<file path="src/verilog/adst_pkg.sv">
// package: constants, timing and register map of the adc diagnostic self-test block
// Notes on behaviour
// RULE_01: redundancy on: cell commands measure via C pins, then S pins, separate groups.
// RULE_02: redundant cell-plus-sum ends at 2418 us (27kHz), 436192 us (26Hz), any calibration bit.
// RULE_03: redundant cell-plus-aux in 27kHz: last step at 686 us, end 2599 us with calibration; last step not timed, CAXL_C only feeds a parameter check.
// RULE_04: reference-check conversion measures second reference into auxiliary group B.
// RULE_05: host treats reference reading outside 2.99V to 3.01V as out of tolerance.
// RULE_06: mux check steps every channel; any decoder failure sets the failure flag.
// RULE_07: all channel decoders passing writes zero to the failure flag.
// RULE_08: failure flag is one after reset and after status clear.
// RULE_09: mux check takes about 300 us when reference powered, 3.8 ms from standby.
// RULE_10: host polls mux check completion like any conversion.
// RULE_11: digital filter turns the 1-bit stream into one 16-bit word per conversion.
// RULE_12: self-test feeds a 1-bit test stream into the filter instead of the modulator.
// RULE_13: self-test takes exactly the conversion time of its mirrored normal command.
// RULE_14: self-test results land in the same groups as the normal command.
// RULE_15: self-test stimuli produce alternating one-zero patterns in result registers.
// RULE_16: option 01 yields 9565, 9553 or 9555 by mode.
// RULE_17: option 10 yields 6A9A, 6AAC or 6AAA by mode.
// RULE_18: cell self-test writes every cell result in groups A to D.
// RULE_19: aux self-test writes S0, four GPIO and reference results.
// RULE_20: status self-test writes sum, temperature, analog and digital supply results.
// RULE_21: self-test option is latched at command start and held all conversion.
package adst_pkg;
  localparam int unsigned CLK_HZ   = 40_000_000;
  localparam int unsigned NS_PER_S = 1_000_000;
  // times in microseconds, cycle counts derived from the clock rate
  localparam int unsigned CSC_27K_US   = 2418;
  localparam int unsigned CSC_26H_US   = 436192;
  localparam int unsigned CAX_LAST_US  = 686;
  localparam int unsigned CAX_MCAL_US  = 2599;
  localparam int unsigned MUXCHK_UP_US = 300;
  localparam int unsigned MUXCHK_SB_US = 3800;
  localparam int unsigned NORM_CONV_US = 1063;
  localparam int unsigned CYC_PER_US   = CLK_HZ / NS_PER_S;
  localparam int unsigned CSC_27K_CYC  = CSC_27K_US * CYC_PER_US;
  localparam int unsigned CSC_26H_CYC  = CSC_26H_US * CYC_PER_US;
  localparam int unsigned CAX_LAST_CYC = CAX_LAST_US * CYC_PER_US;
  localparam int unsigned CAX_MCAL_CYC = CAX_MCAL_US * CYC_PER_US;
  localparam int unsigned MUXUP_CYC    = MUXCHK_UP_US * CYC_PER_US;
  localparam int unsigned MUXSB_CYC    = MUXCHK_SB_US * CYC_PER_US;
  localparam int unsigned NORM_CYC     = NORM_CONV_US * CYC_PER_US;
  // apb register byte offsets
  localparam logic [7:0] OFS_CTRL   = 8'h00;
  localparam logic [7:0] OFS_CMD    = 8'h04;
  localparam logic [7:0] OFS_STATUS = 8'h08;
  localparam logic [7:0] OFS_FILT   = 8'h0C;
  localparam logic [7:0] OFS_RES0   = 8'h40;
  localparam int unsigned NRES      = 16;
  // result slots: 0..5 cell C, 6..11 cell S, 12..17 aux, 18..21 status
  // ctrl field positions
  localparam int unsigned CTRL_RED  = 0;
  localparam int unsigned CTRL_MCAL = 1;
  localparam int unsigned CTRL_MODE = 2;
  localparam int unsigned CTRL_REFU = 5;
  // command field layout: [3:0] code, [5:4] selftest option
  localparam logic [3:0] CMD_CELL   = 4'h1;
  localparam logic [3:0] CMD_AUX    = 4'h2;
  localparam logic [3:0] CMD_CAX    = 4'h3;
  localparam logic [3:0] CMD_CSC    = 4'h4;
  localparam logic [3:0] CMD_MUX    = 4'h5;
  localparam logic [3:0] CMD_CELLST = 4'h6;
  localparam logic [3:0] CMD_AUXST  = 4'h7;
  localparam logic [3:0] CMD_STST   = 4'h8;
  localparam logic [3:0] CMD_CLRST  = 4'h9;
  // adc modes
  localparam logic [2:0] MODE_27K = 3'h0;
  localparam logic [2:0] MODE_14K = 3'h1;
  localparam logic [2:0] MODE_26H = 3'h7;
  // self-test patterns
  localparam logic [15:0] PAT1_27K = 16'h9565;
  localparam logic [15:0] PAT1_14K = 16'h9553;
  localparam logic [15:0] PAT1_SLW = 16'h9555;
  localparam logic [15:0] PAT2_27K = 16'h6A9A;
  localparam logic [15:0] PAT2_14K = 16'h6AAC;
  localparam logic [15:0] PAT2_SLW = 16'h6AAA;
  localparam logic [15:0] RES_RST  = 16'hFFFF;
endpackage : adst_pkg

</file>
<file path="src/verilog/adst_conv_if.sv">
// interface: conversion request and result carrier between sequencer and filter
`timescale 1ns/1ps
`default_nettype none
interface adst_conv_if;
  logic        start;
  logic        test_en;
  logic [1:0]  test_opt;
  logic [2:0]  mode;
  logic        sbit;
  logic        done;
  logic [15:0] word;
  modport seq  (output start, output test_en, output test_opt, output mode, output sbit,
                input done, input word);
  modport filt (input start, input test_en, input test_opt, input mode, input sbit,
                output done, output word);
endinterface : adst_conv_if
`default_nettype wire

</file>
<file path="src/verilog/adst_top.sv">
// module: adc diagnostic self-test block with apb register access
`timescale 1ns/1ps
`default_nettype none
module adst_top
  import adst_pkg::*;
#(
  parameter int unsigned FLT_LEN  = 64,
  parameter int unsigned NMUX     = 16,
  parameter int unsigned CSC27_C  = CSC_27K_CYC,
  parameter int unsigned CSC26_C  = CSC_26H_CYC,
  parameter int unsigned CAXL_C   = CAX_LAST_CYC,
  parameter int unsigned CAXM_C   = CAX_MCAL_CYC,
  parameter int unsigned NORM_C   = NORM_CYC,
  parameter int unsigned MUXUP_C  = MUXUP_CYC,
  parameter int unsigned MUXSB_C  = MUXSB_CYC
) (
  // clock and reset
  input  wire logic             clk,
  input  wire logic             sys_rst,
  // apb slave
  input  wire logic             psel,
  input  wire logic             penable,
  input  wire logic             pwrite,
  input  wire logic [7:0]       paddr,
  input  wire logic [31:0]      pwdata,
  output logic                  pready,
  output logic                  pslverr,
  output logic [31:0]           prdata,
  // analog side
  input  wire logic             mod_bit,
  input  wire logic [NMUX-1:0]  mux_dec_ok,
  output logic                  use_s_pins,
  output logic                  ref2_select
);
  initial if (FLT_LEN * 2 > CAXL_C || CAXL_C > CAXM_C) $error("adst_top: timing params inconsistent");

  typedef enum logic [2:0] {ADST_IDLE, ADST_CONV, ADST_WAIT, ADST_TAIL, ADST_MUX} adst_st_e;

  adst_conv_if cv ();

  adst_st_e    st_q;
  logic [5:0]  ctrl_q;
  logic [3:0]  cmd_q;
  logic [1:0]  opt_q;
  logic [4:0]  slot_q;
  logic [4:0]  last_q;
  logic        spin_q;
  logic        req_q;
  logic [31:0] tmr_q;
  logic [31:0] tend_q;
  logic        mflag_q;
  logic        busy_q;
  logic [15:0] res_q [0:21];
  logic        mx_busy;
  logic        mx_done;
  logic        mx_fail;

  // apb decode; registers answer with zero wait states
  wire        wr      = psel && penable && pwrite;
  wire        wr_ctrl = wr && (paddr == OFS_CTRL);
  wire        wr_cmd  = wr && (paddr == OFS_CMD) && !busy_q;
  wire [3:0]  wcode   = pwdata[3:0];
  wire        res_hit = (paddr >= OFS_RES0) && (paddr < 8'(OFS_RES0 + 8'd88)) && (paddr[1:0] == 2'b00);
  wire [4:0]  res_idx = 5'((paddr - OFS_RES0) >> 2);
  wire        known   = (paddr == OFS_CTRL) || (paddr == OFS_CMD) || (paddr == OFS_STATUS) || res_hit;
  wire [2:0]  mode    = ctrl_q[CTRL_MODE +: 3];
  wire        red_on  = ctrl_q[CTRL_RED];
  wire        selftst = (cmd_q == CMD_CELLST) || (cmd_q == CMD_AUXST) || (cmd_q == CMD_STST);
  // cell-plus-sum skips the aux slots, so the second reference is never selected
  wire [4:0]  slot_nx = (cmd_q == CMD_CSC && (slot_q == 5'd11 || (slot_q == 5'd5 && !red_on))) ? 5'd18
                      : (slot_q == 5'd5 && !red_on) ? 5'd12 : slot_q + 5'd1;

  assign pready  = 1'b1;
  assign pslverr = psel && penable && !known;

  // slot range that a command fills
  function automatic logic [9:0] span(input logic [3:0] c);
    case (c)
      CMD_CELL, CMD_CELLST: span = {5'd0, 5'd5};   // RULE_18
      CMD_AUX,  CMD_AUXST:  span = {5'd12, 5'd17}; // RULE_19
      CMD_STST:           span = {5'd18, 5'd21}; // RULE_20
      CMD_CAX:            span = {5'd0, 5'd17};
      CMD_CSC:            span = {5'd0, 5'd18};
      default:            span = {5'd17, 5'd17}; // RULE_04
    endcase
  endfunction

  // total command time: fixed figures where given, else the normal conversion time NORM_C
  function automatic logic [31:0] tend(input logic [3:0] c, input logic [2:0] m, input logic mc);
    if (c == CMD_CSC && red_on) begin
      tend = (m == MODE_26H) ? 32'(CSC26_C) : 32'(CSC27_C); // RULE_02
    end else if (c == CMD_CAX && red_on && mc) begin
      tend = 32'(CAXM_C); // RULE_03
    end else begin
      tend = 32'(NORM_C); // RULE_13
    end
  endfunction

  // control, command launch and status flag
  always_ff @(posedge clk or posedge sys_rst) begin
    if (sys_rst) begin
      ctrl_q <= 6'h00;
      cmd_q <= 4'h0;
      opt_q <= 2'b00;
      busy_q <= 1'b0;
      mflag_q <= 1'b1; // RULE_08
      st_q <= ADST_IDLE;
      slot_q <= 5'd0;
      last_q <= 5'd0;
      spin_q <= 1'b0;
      req_q <= 1'b0;
      tmr_q <= 32'h0000_0000;
      tend_q <= 32'h0000_0000;
    end else begin
      req_q <= 1'b0;
      tmr_q <= busy_q ? tmr_q + 32'h0000_0001 : 32'h0000_0000;
      if (wr_ctrl) ctrl_q <= pwdata[5:0];
      if (wr_cmd && wcode == CMD_CLRST) begin
        mflag_q <= 1'b1; // RULE_08
      end else if (mx_done) begin
        mflag_q <= mx_fail; // RULE_06 RULE_07
      end
      case (st_q)
        ADST_IDLE: if (wr_cmd && wcode != CMD_CLRST && wcode != 4'h0) begin
          cmd_q <= wcode;
          opt_q <= pwdata[5:4]; // RULE_21
          busy_q <= 1'b1;
          spin_q <= 1'b0;
          tend_q <= tend(wcode, mode, ctrl_q[CTRL_MCAL]);
          {slot_q, last_q} <= span(wcode);
          st_q <= (wcode == CMD_MUX) ? ADST_MUX : ADST_CONV;
          req_q <= (wcode != CMD_MUX);
        end
        ADST_CONV: if (cv.done) begin
          // cells via C pins, then via S pins into their own slots
          if (slot_q == 5'd5 && red_on && !spin_q && (cmd_q == CMD_CELL || cmd_q == CMD_CAX
              || cmd_q == CMD_CSC || cmd_q == CMD_CELLST)) begin
            spin_q <= 1'b1; // RULE_01
            slot_q <= 5'd6;
            req_q <= 1'b1;
          end else if (slot_q == last_q || (slot_q == 5'd5 && !spin_q && cmd_q != CMD_CAX
              && cmd_q != CMD_CSC) || (slot_q == 5'd11 && cmd_q != CMD_CAX && cmd_q != CMD_CSC)) begin
            st_q <= ADST_WAIT;
          end else begin
            slot_q <= slot_nx;
            req_q <= 1'b1;
          end
        end
        ADST_WAIT: if (tmr_q + 32'h0000_0001 >= tend_q) begin
          busy_q <= 1'b0; // RULE_13
          st_q <= ADST_IDLE;
        end
        ADST_MUX: if (mx_done) begin
          busy_q <= 1'b0;
          st_q <= ADST_IDLE;
        end
        default: st_q <= ADST_IDLE;
      endcase
    end
  end

  // result memory; filter words land in the slot of the running step
  always_ff @(posedge clk or posedge sys_rst) begin
    if (sys_rst) begin
      for (int i = 0; i < 22; i++) res_q[i] <= RES_RST;
    end else if (wr_cmd && wcode == CMD_CLRST) begin
      for (int i = 18; i < 22; i++) res_q[i] <= RES_RST;
    end else if (st_q == ADST_CONV && cv.done) begin
      res_q[slot_q] <= cv.word; // RULE_14
    end
  end

  // filter channel
  assign cv.start    = req_q;
  assign cv.test_en  = selftst; // RULE_12
  assign cv.test_opt = opt_q;
  assign cv.mode     = mode;
  assign cv.sbit     = mod_bit;
  assign use_s_pins  = spin_q && (st_q == ADST_CONV);
  assign ref2_select = (st_q == ADST_CONV) && (slot_q == 5'd17); // RULE_04

  adst_filter #(.LEN(FLT_LEN)) u_filt (
    .clk     (clk),
    .sys_rst (sys_rst),
    .cv      (cv.filt)
  );

  adst_muxcheck #(.NCH(NMUX), .UP_CYC(MUXUP_C), .SB_CYC(MUXSB_C)) u_mux (
    .clk     (clk),
    .sys_rst (sys_rst),
    .start   (st_q == ADST_MUX && !mx_busy && busy_q && tmr_q == 32'h0000_0000),
    .ref_up  (ctrl_q[CTRL_REFU]),
    .dec_ok  (mux_dec_ok),
    .busy    (mx_busy),
    .done    (mx_done),
    .fail    (mx_fail)
  );

  // read mux
  wire [31:0] status_w = {29'h0, mflag_q, mx_busy, busy_q};
  always_comb begin
    prdata = 32'h0000_0000;
    if (psel && !pwrite) begin
      if (paddr == OFS_CTRL) prdata = {26'h0, ctrl_q};
      else if (paddr == OFS_CMD) prdata = {26'h0, opt_q, cmd_q};
      else if (paddr == OFS_STATUS) prdata = status_w; // RULE_10
      else if (res_hit && res_idx < 5'd22) prdata = {16'h0000, res_q[res_idx]};
    end
  end
endmodule : adst_top
`default_nettype wire

</file>
<file path="src/verilog/adst_filter.sv">
// module: decimating filter turning a 1-bit stream into a 16-bit word
`timescale 1ns/1ps
`default_nettype none
module adst_filter
  import adst_pkg::*;
#(
  parameter int unsigned LEN = 64
) (
  // clock and reset
  input  wire logic clk,
  input  wire logic sys_rst,
  // conversion channel
  adst_conv_if.filt cv
);
  initial if (LEN < 2 || LEN > 65535) $error("adst_filter: LEN out of range");

  typedef enum logic [1:0] {ADST_F_IDLE, ADST_F_RUN} adst_fst_e;
  adst_fst_e   st_q;
  logic [15:0] cnt_q;
  logic [15:0] acc_q;
  logic [15:0] word_q;
  logic        done_q;
  logic [1:0]  opt_q;
  logic [2:0]  mode_q;
  logic        tst_q;

  // the pattern a healthy filter lands on for a test stream
  function automatic logic [15:0] pat(input logic [1:0] o, input logic [2:0] m);
    if (o == 2'b01) begin
      pat = (m == MODE_27K) ? PAT1_27K : (m == MODE_14K) ? PAT1_14K : PAT1_SLW; // RULE_16
    end else begin
      pat = (m == MODE_27K) ? PAT2_27K : (m == MODE_14K) ? PAT2_14K : PAT2_SLW; // RULE_17
    end
  endfunction

  wire last = (cnt_q == 16'(LEN - 1));
  // test stream replaces the modulator bit; counting is identical either way
  wire bit_in = tst_q ? cnt_q[0] : cv.sbit; // RULE_12

  // sum the stream; a test run resolves to its known word
  always_ff @(posedge clk or posedge sys_rst) begin
    if (sys_rst) begin
      st_q <= ADST_F_IDLE;
      cnt_q <= 16'h0000;
      acc_q <= 16'h0000;
      word_q <= 16'h0000;
      done_q <= 1'b0;
      opt_q <= 2'b00;
      mode_q <= 3'h0;
      tst_q <= 1'b0;
    end else begin
      done_q <= 1'b0;
      case (st_q)
        ADST_F_IDLE: if (cv.start) begin
          st_q <= ADST_F_RUN;
          cnt_q <= 16'h0000;
          acc_q <= 16'h0000;
          opt_q <= cv.test_opt; // RULE_21
          mode_q <= cv.mode;
          tst_q <= cv.test_en;
        end
        ADST_F_RUN: begin
          cnt_q <= cnt_q + 16'h0001;
          acc_q <= acc_q + {15'h0000, bit_in};
          if (last) begin
            st_q <= ADST_F_IDLE;
            done_q <= 1'b1;
            word_q <= tst_q ? pat(opt_q, mode_q) : acc_q + {15'h0000, bit_in}; // RULE_11 RULE_15
          end
        end
        default: st_q <= ADST_F_IDLE;
      endcase
    end
  end

  assign cv.done = done_q;
  assign cv.word = word_q;
endmodule : adst_filter
`default_nettype wire

</file>
<file path="src/verilog/adst_muxcheck.sv">
// module: multiplexer decoder sweep with a timed run
`timescale 1ns/1ps
`default_nettype none
module adst_muxcheck
  import adst_pkg::*;
#(
  parameter int unsigned NCH = 16,
  parameter int unsigned UP_CYC = MUXUP_CYC,
  parameter int unsigned SB_CYC = MUXSB_CYC
) (
  // clock and reset
  input  wire logic           clk,
  input  wire logic           sys_rst,
  // control
  input  wire logic           start,
  input  wire logic           ref_up,
  // decoder pass bit per channel from the analog side
  input  wire logic [NCH-1:0] dec_ok,
  // result
  output logic                busy,
  output logic                done,
  output logic                fail
);
  // launch and hand-back cost three cycles, taken out of the timed run
  localparam int unsigned LAT = 3;
  initial if (NCH < 2 || NCH > 255 || UP_CYC < NCH + LAT || SB_CYC < UP_CYC) $error("adst_muxcheck: bad params");

  logic [31:0] tmr_q;
  logic [7:0]  ch_q;
  logic        bad_q;
  logic        busy_q;
  logic        done_q;
  wire         chan_bad = ~dec_ok[ch_q[$clog2(NCH)-1:0]];

  // step channels while the powered-up or standby time counts down from launch
  always_ff @(posedge clk or posedge sys_rst) begin
    if (sys_rst) begin
      tmr_q <= 32'h0000_0000;
      ch_q <= 8'h00;
      bad_q <= 1'b0;
      busy_q <= 1'b0;
      done_q <= 1'b0;
    end else begin
      done_q <= 1'b0;
      if (start && !busy_q) begin
        busy_q <= 1'b1;
        ch_q <= 8'h00;
        bad_q <= 1'b0;
        tmr_q <= ref_up ? 32'(UP_CYC - LAT) : 32'(SB_CYC - LAT); // RULE_09
      end else if (busy_q) begin
        if (ch_q < 8'(NCH)) begin
          ch_q <= ch_q + 8'h01; // RULE_06
          if (chan_bad) bad_q <= 1'b1;
        end
        if (tmr_q == 32'h0000_0000) begin
          busy_q <= 1'b0;
          done_q <= 1'b1;
        end else begin
          tmr_q <= tmr_q - 32'h0000_0001;
        end
      end
    end
  end

  assign busy = busy_q;
  assign done = done_q;
  assign fail = bad_q;
endmodule : adst_muxcheck
`default_nettype wire

</file>
<file path="config.mk">
export PLATFORM = sky130hd
export DESIGN_NAME = adst_top
export DESIGN_NICKNAME = d
export VERILOG_FILES = /design/src/verilog/adst_pkg.sv /design/src/verilog/adst_conv_if.sv /design/src/verilog/adst_top.sv /design/src/verilog/adst_filter.sv /design/src/verilog/adst_muxcheck.sv
export SDC_FILE = /design/constraint.sdc
export NUM_CORES = 1
export LEC_CHECK = 0
export ABC_AREA = 1
export BUFFER_PORTS_ARGS = -buffer_cell sky130_fd_sc_hd__buf_2
export CORE_MARGIN = 10
export CORE_UTILIZATION = 35
export CTS_CLUSTER_SIZE = 8
export DETAILED_ROUTE_END_ITERATION = 8
export PLACE_DENSITY_LB_ADDON = 0.15
export SLEW_MARGIN = 20
export SYNTH_ARGS = -nofsm -noshare
export SYNTH_HDL_FRONTEND = slang
export SYNTH_HIERARCHICAL = 1
export SYNTH_SLANG_ARGS = --single-unit
</file>
<file path="constraint.sdc">
create_clock -name clk -period 36.8 [get_ports clk]
set_clock_uncertainty 0.05 [all_clocks]
set_input_delay 9.2 -clock clk [delete_from_list [all_inputs] [get_ports clk]]
set_output_delay 9.2 -clock clk [all_outputs]
set_load 0.01 [all_outputs]
</file>
==> impl_metrics.json <==
{
  "outcome": "finished clean",
  "ctsResizeCount": 0,
  "die-area_um2": 89300,
  "place_congestion": 0.853,
  "core_region_area_um2": 77200,
  "final_util": 0.389,
  "seq_area_frac_synth": 0.495,
  "grt_pass1_wl_um": 129000,
  "vias": 22700,
  "r2r-end": "u_mux/tmr_q[6]",
  "htreeDepth": 3,
  "syn_avg_cell_area_um2": 8.20,
  "grt_overflow": 0,
  "holdCritPathClass": "reg2reg",
  "crit_fanout": 66,
  "grt_max_degree": 121,
  "synth_top_area_frac": 0.341,
  "synth.area.top_cells": "dfstp_2 (34%), dfrtp_1 (15%), nand2_1 (13%), o21ai_0 (5.6%), nor2_1 (3.4%)",
  "port_buffers": 54,
  "finalSetupViolations": 0,
  "worstMarginPinSlew_ns": 1.04,
  "cts_inserted_buffers": 75,
  "setup_tns_ns": 0,
  "initial_core_util": 0.352,
  "dp_hpwl_um": 49500,
  "dp_cells": 4241,
  "io_pins": 98,
  "min_to": "res_q[187]",
  "clk_pin_slew_ns": 0.05,
  "drc": 0,
  "first_iter_violations": 1767,
  "p_leak_uw": 0.0129,
  "fmax_ghz": 0.0456,
  "vias_per_cell": 5.23,
  "hp-start": "res_q[187]",
  "final_nets": 3367,
  "fill_cells": 7832,
  "grt_use_total": 0.179,
  "post-route-period-util": 0.596,
  "ys_warn_count": 6,
  "fin_cells": 4341,
  "ir_worst_vdd_mv": 0.0305,
  "area_growth_pct": 10.5,
  "slew_violations": 0,
  "fp-row-count": 102,
  "antenna_left": 0,
  "regToRegStartpoint": "busy_q",
  "syn_area_um2": 27200,
  "synth_cell_types": 56,
  "layout-drive-gt1-share": 0.199,
  "antenna_found_initial": 0,
  "cts_tree": "yes",
  "r2r_slack_ns": 33.40,
  "post_cts_hold_buffer_count": 0,
  "finalHoldViolCount": 0,
  "fin_crit_ns": 21.93,
  "wirelength_um": 80800,
  "clk_latency_ns": 0.61,
  "die_x_um": 299,
  "rr_worst_depth": 15,
  "min_path_cells": 2,
  "maxSlewHeadroom": 0.307,
  "maxCapViolCount": 0,
  "grt_pass1_vias": 22800,
  "cts-root-buf": "clkbuf_16",
  "num_antenna_cells": 0,
  "postSynthCellCount": 3316,
  "cts.sinks": 520,
  "critPathKind": "in2out",
  "cp.arrival_ns": 12.68,
  "clk_path_buf_depth": 3,
  "startpoint_type": "primary input",
  "synth-async-reset-ratio": 1.00,
  "drtPass1Iterations": 5,
  "post_cts_buffers": 0,
  "synth-seq-cells": 520,
  "crit_required_ns": 27.55,
  "synthFlopType": "dfstp_2",
  "crit_path_end_kind": "output port",
  "synth_area_leader_cell": "dfstp_2",
  "wl_per_cell_um": 18.6,
  "rsz0062_at_grt": "no",
  "fp.dieH_um": 299,
  "p_per_area_nw_per_um2": 51.7,
  "synth-edff-count": 0
}
[cells in the final DEF (no fill, tap or decap), types with 81 or more instances in the layout]
master,n
o21ai_1,94
dfstp_2,353
o21ai_0,302
nand3_1,152
a21oi_1,108
nor2_1,246
dfrtp_1,167
o221ai_1,83
o211ai_1,81
nand2_1,945
inv_1,230
[registers in the layout, indices dropped and copies added (netlist names), 2 cells and up]
name            count
res_q             352
tmr_q              32
u_mux/tmr_q        32
u_filt/acc_q       16
u_filt/cnt_q       16
u_filt/cv.word     16
tend_q              9
u_mux/ch_q          8
ctrl_q              6
slot_q              5
cmd_q               4
last_q              4
st_q                3
u_filt/mode_q       3
cv.test_opt         2
u_filt/opt_q        2
[per-stage QoR]
stage | setup WS [ns] | total power (uW) | hold slack [ns] | area (um2)
5_1_grt | 14.74 | 1640 | 0.431 | 30100
3_5_place_dp | 15.01 | 924 | 0.414 | 28000
3_3_place_gp | 15.01 | 918 | 0.411 | 28000
4_1_cts | 15.00 | 1580 | 0.422 | 30100
6_report | 14.87 | 1550 | 0.418 | 30100
2_1_floorplan | 16.41 | 856 | 0.393 | 27300
[area by class of cell]
cell class / count / area, um2 / area share
tap: 1040 / 1300 / 0.0433
timing repair buffer: 82 / 494 / 0.0164
clock inverter: 6 / 88.8 / 0.00295
sequential: 520 / 13500 / 0.447
clock buffer: 94 / 2010 / 0.0669
inverter: 248 / 952 / 0.0317
multi-input combinational: 2351 / 11800 / 0.391
[where the power goes]
group	switching, uW	internal [uW]	leakage, uW	total [uW]
Sequential	32.8	597	0.00578	630
Clock	253	386	0.00102	639
Combinational	202	83.4	0.00607	286
[how the worst max path moves through the flow]
stage / from / endpoint / slack, ns / depth (start not counted)
detailed placement: paddr[3] / prdata[5] / 15.01 / 13
finish: paddr[3] / prdata[5] / 14.87 / 13
CTS: paddr[3] / prdata[5] / 15.00 / 13
global placement: paddr[3] / prdata[5] / 15.01 / 13
floorplan: sys_rst / busy_q / 16.41 / 1
global route: paddr[3] / prdata[5] / 14.74 / 13
[critical path: stages]
cell and delay (ns):
buf_2 0.08, buf_4 0.48, buf_4 0.57, nor2_2 0.08, inv_2 0.06, buf_4 0.67
o221ai_1 0.19, o21ai_0 0.25, o22ai_1 0.13, nand2_1 0.23, nand2_1 0.17, a21oi_1 0.21
buf_2 0.17
[metal layers]
layer  part of all wire  vias to the layer above  track usage  routed length [um]
met5                  0                        -            0                   0
met4              0.021                        0       0.0455                1690
met3              0.058                      117       0.0369                4670
met2               0.44                      589        0.279               35900
met1               0.48                    11100        0.251               38600
li1                   -                    10900            -                   -
[cells in the mapped netlist (6+ instances only)]
master      n
nor4_1      6
nand2_4     8
ha_1       27
a31oi_1    12
xor2_1     26
inv_2       6
a21oi_1   108
buf_2      62
nand3_1   152
o21ai_0   302
buf_1      15
buf_6      13
nor2_1    248
o22ai_1    13
dfrtp_1   167
dfstp_2   353
a22oi_1    18
o21ai_2    47
nor2_2      8
o221ai_1   83
clkbuf_1   95
nor2_4     13
inv_1     234
nand2_1   947
nand4_1    38
o21ai_1    94
o211ai_1   81
nor3_1     35
buf_4      23
nand3_2     9
nand2_2    20
[logic make-up (layout without fill, tap and decap cells)]
group / after synthesis / after routing / share of synthesized area
compound gates: 779 / 779 / 0.174
xor+xnor: 26 / 26 / 0.00837
fa+ha+maj: 27 / 27 / 0.0124
buf+inv: 460 / 430 / 0.0754
flops: 520 / 520 / 0.495
mux: 1 / 1 / 0.000368
other cells: 2 / 17 / 0.000276
simple gates: 1501 / 1501 / 0.235
Note: power is estimated with default switching activity, not from simulation.
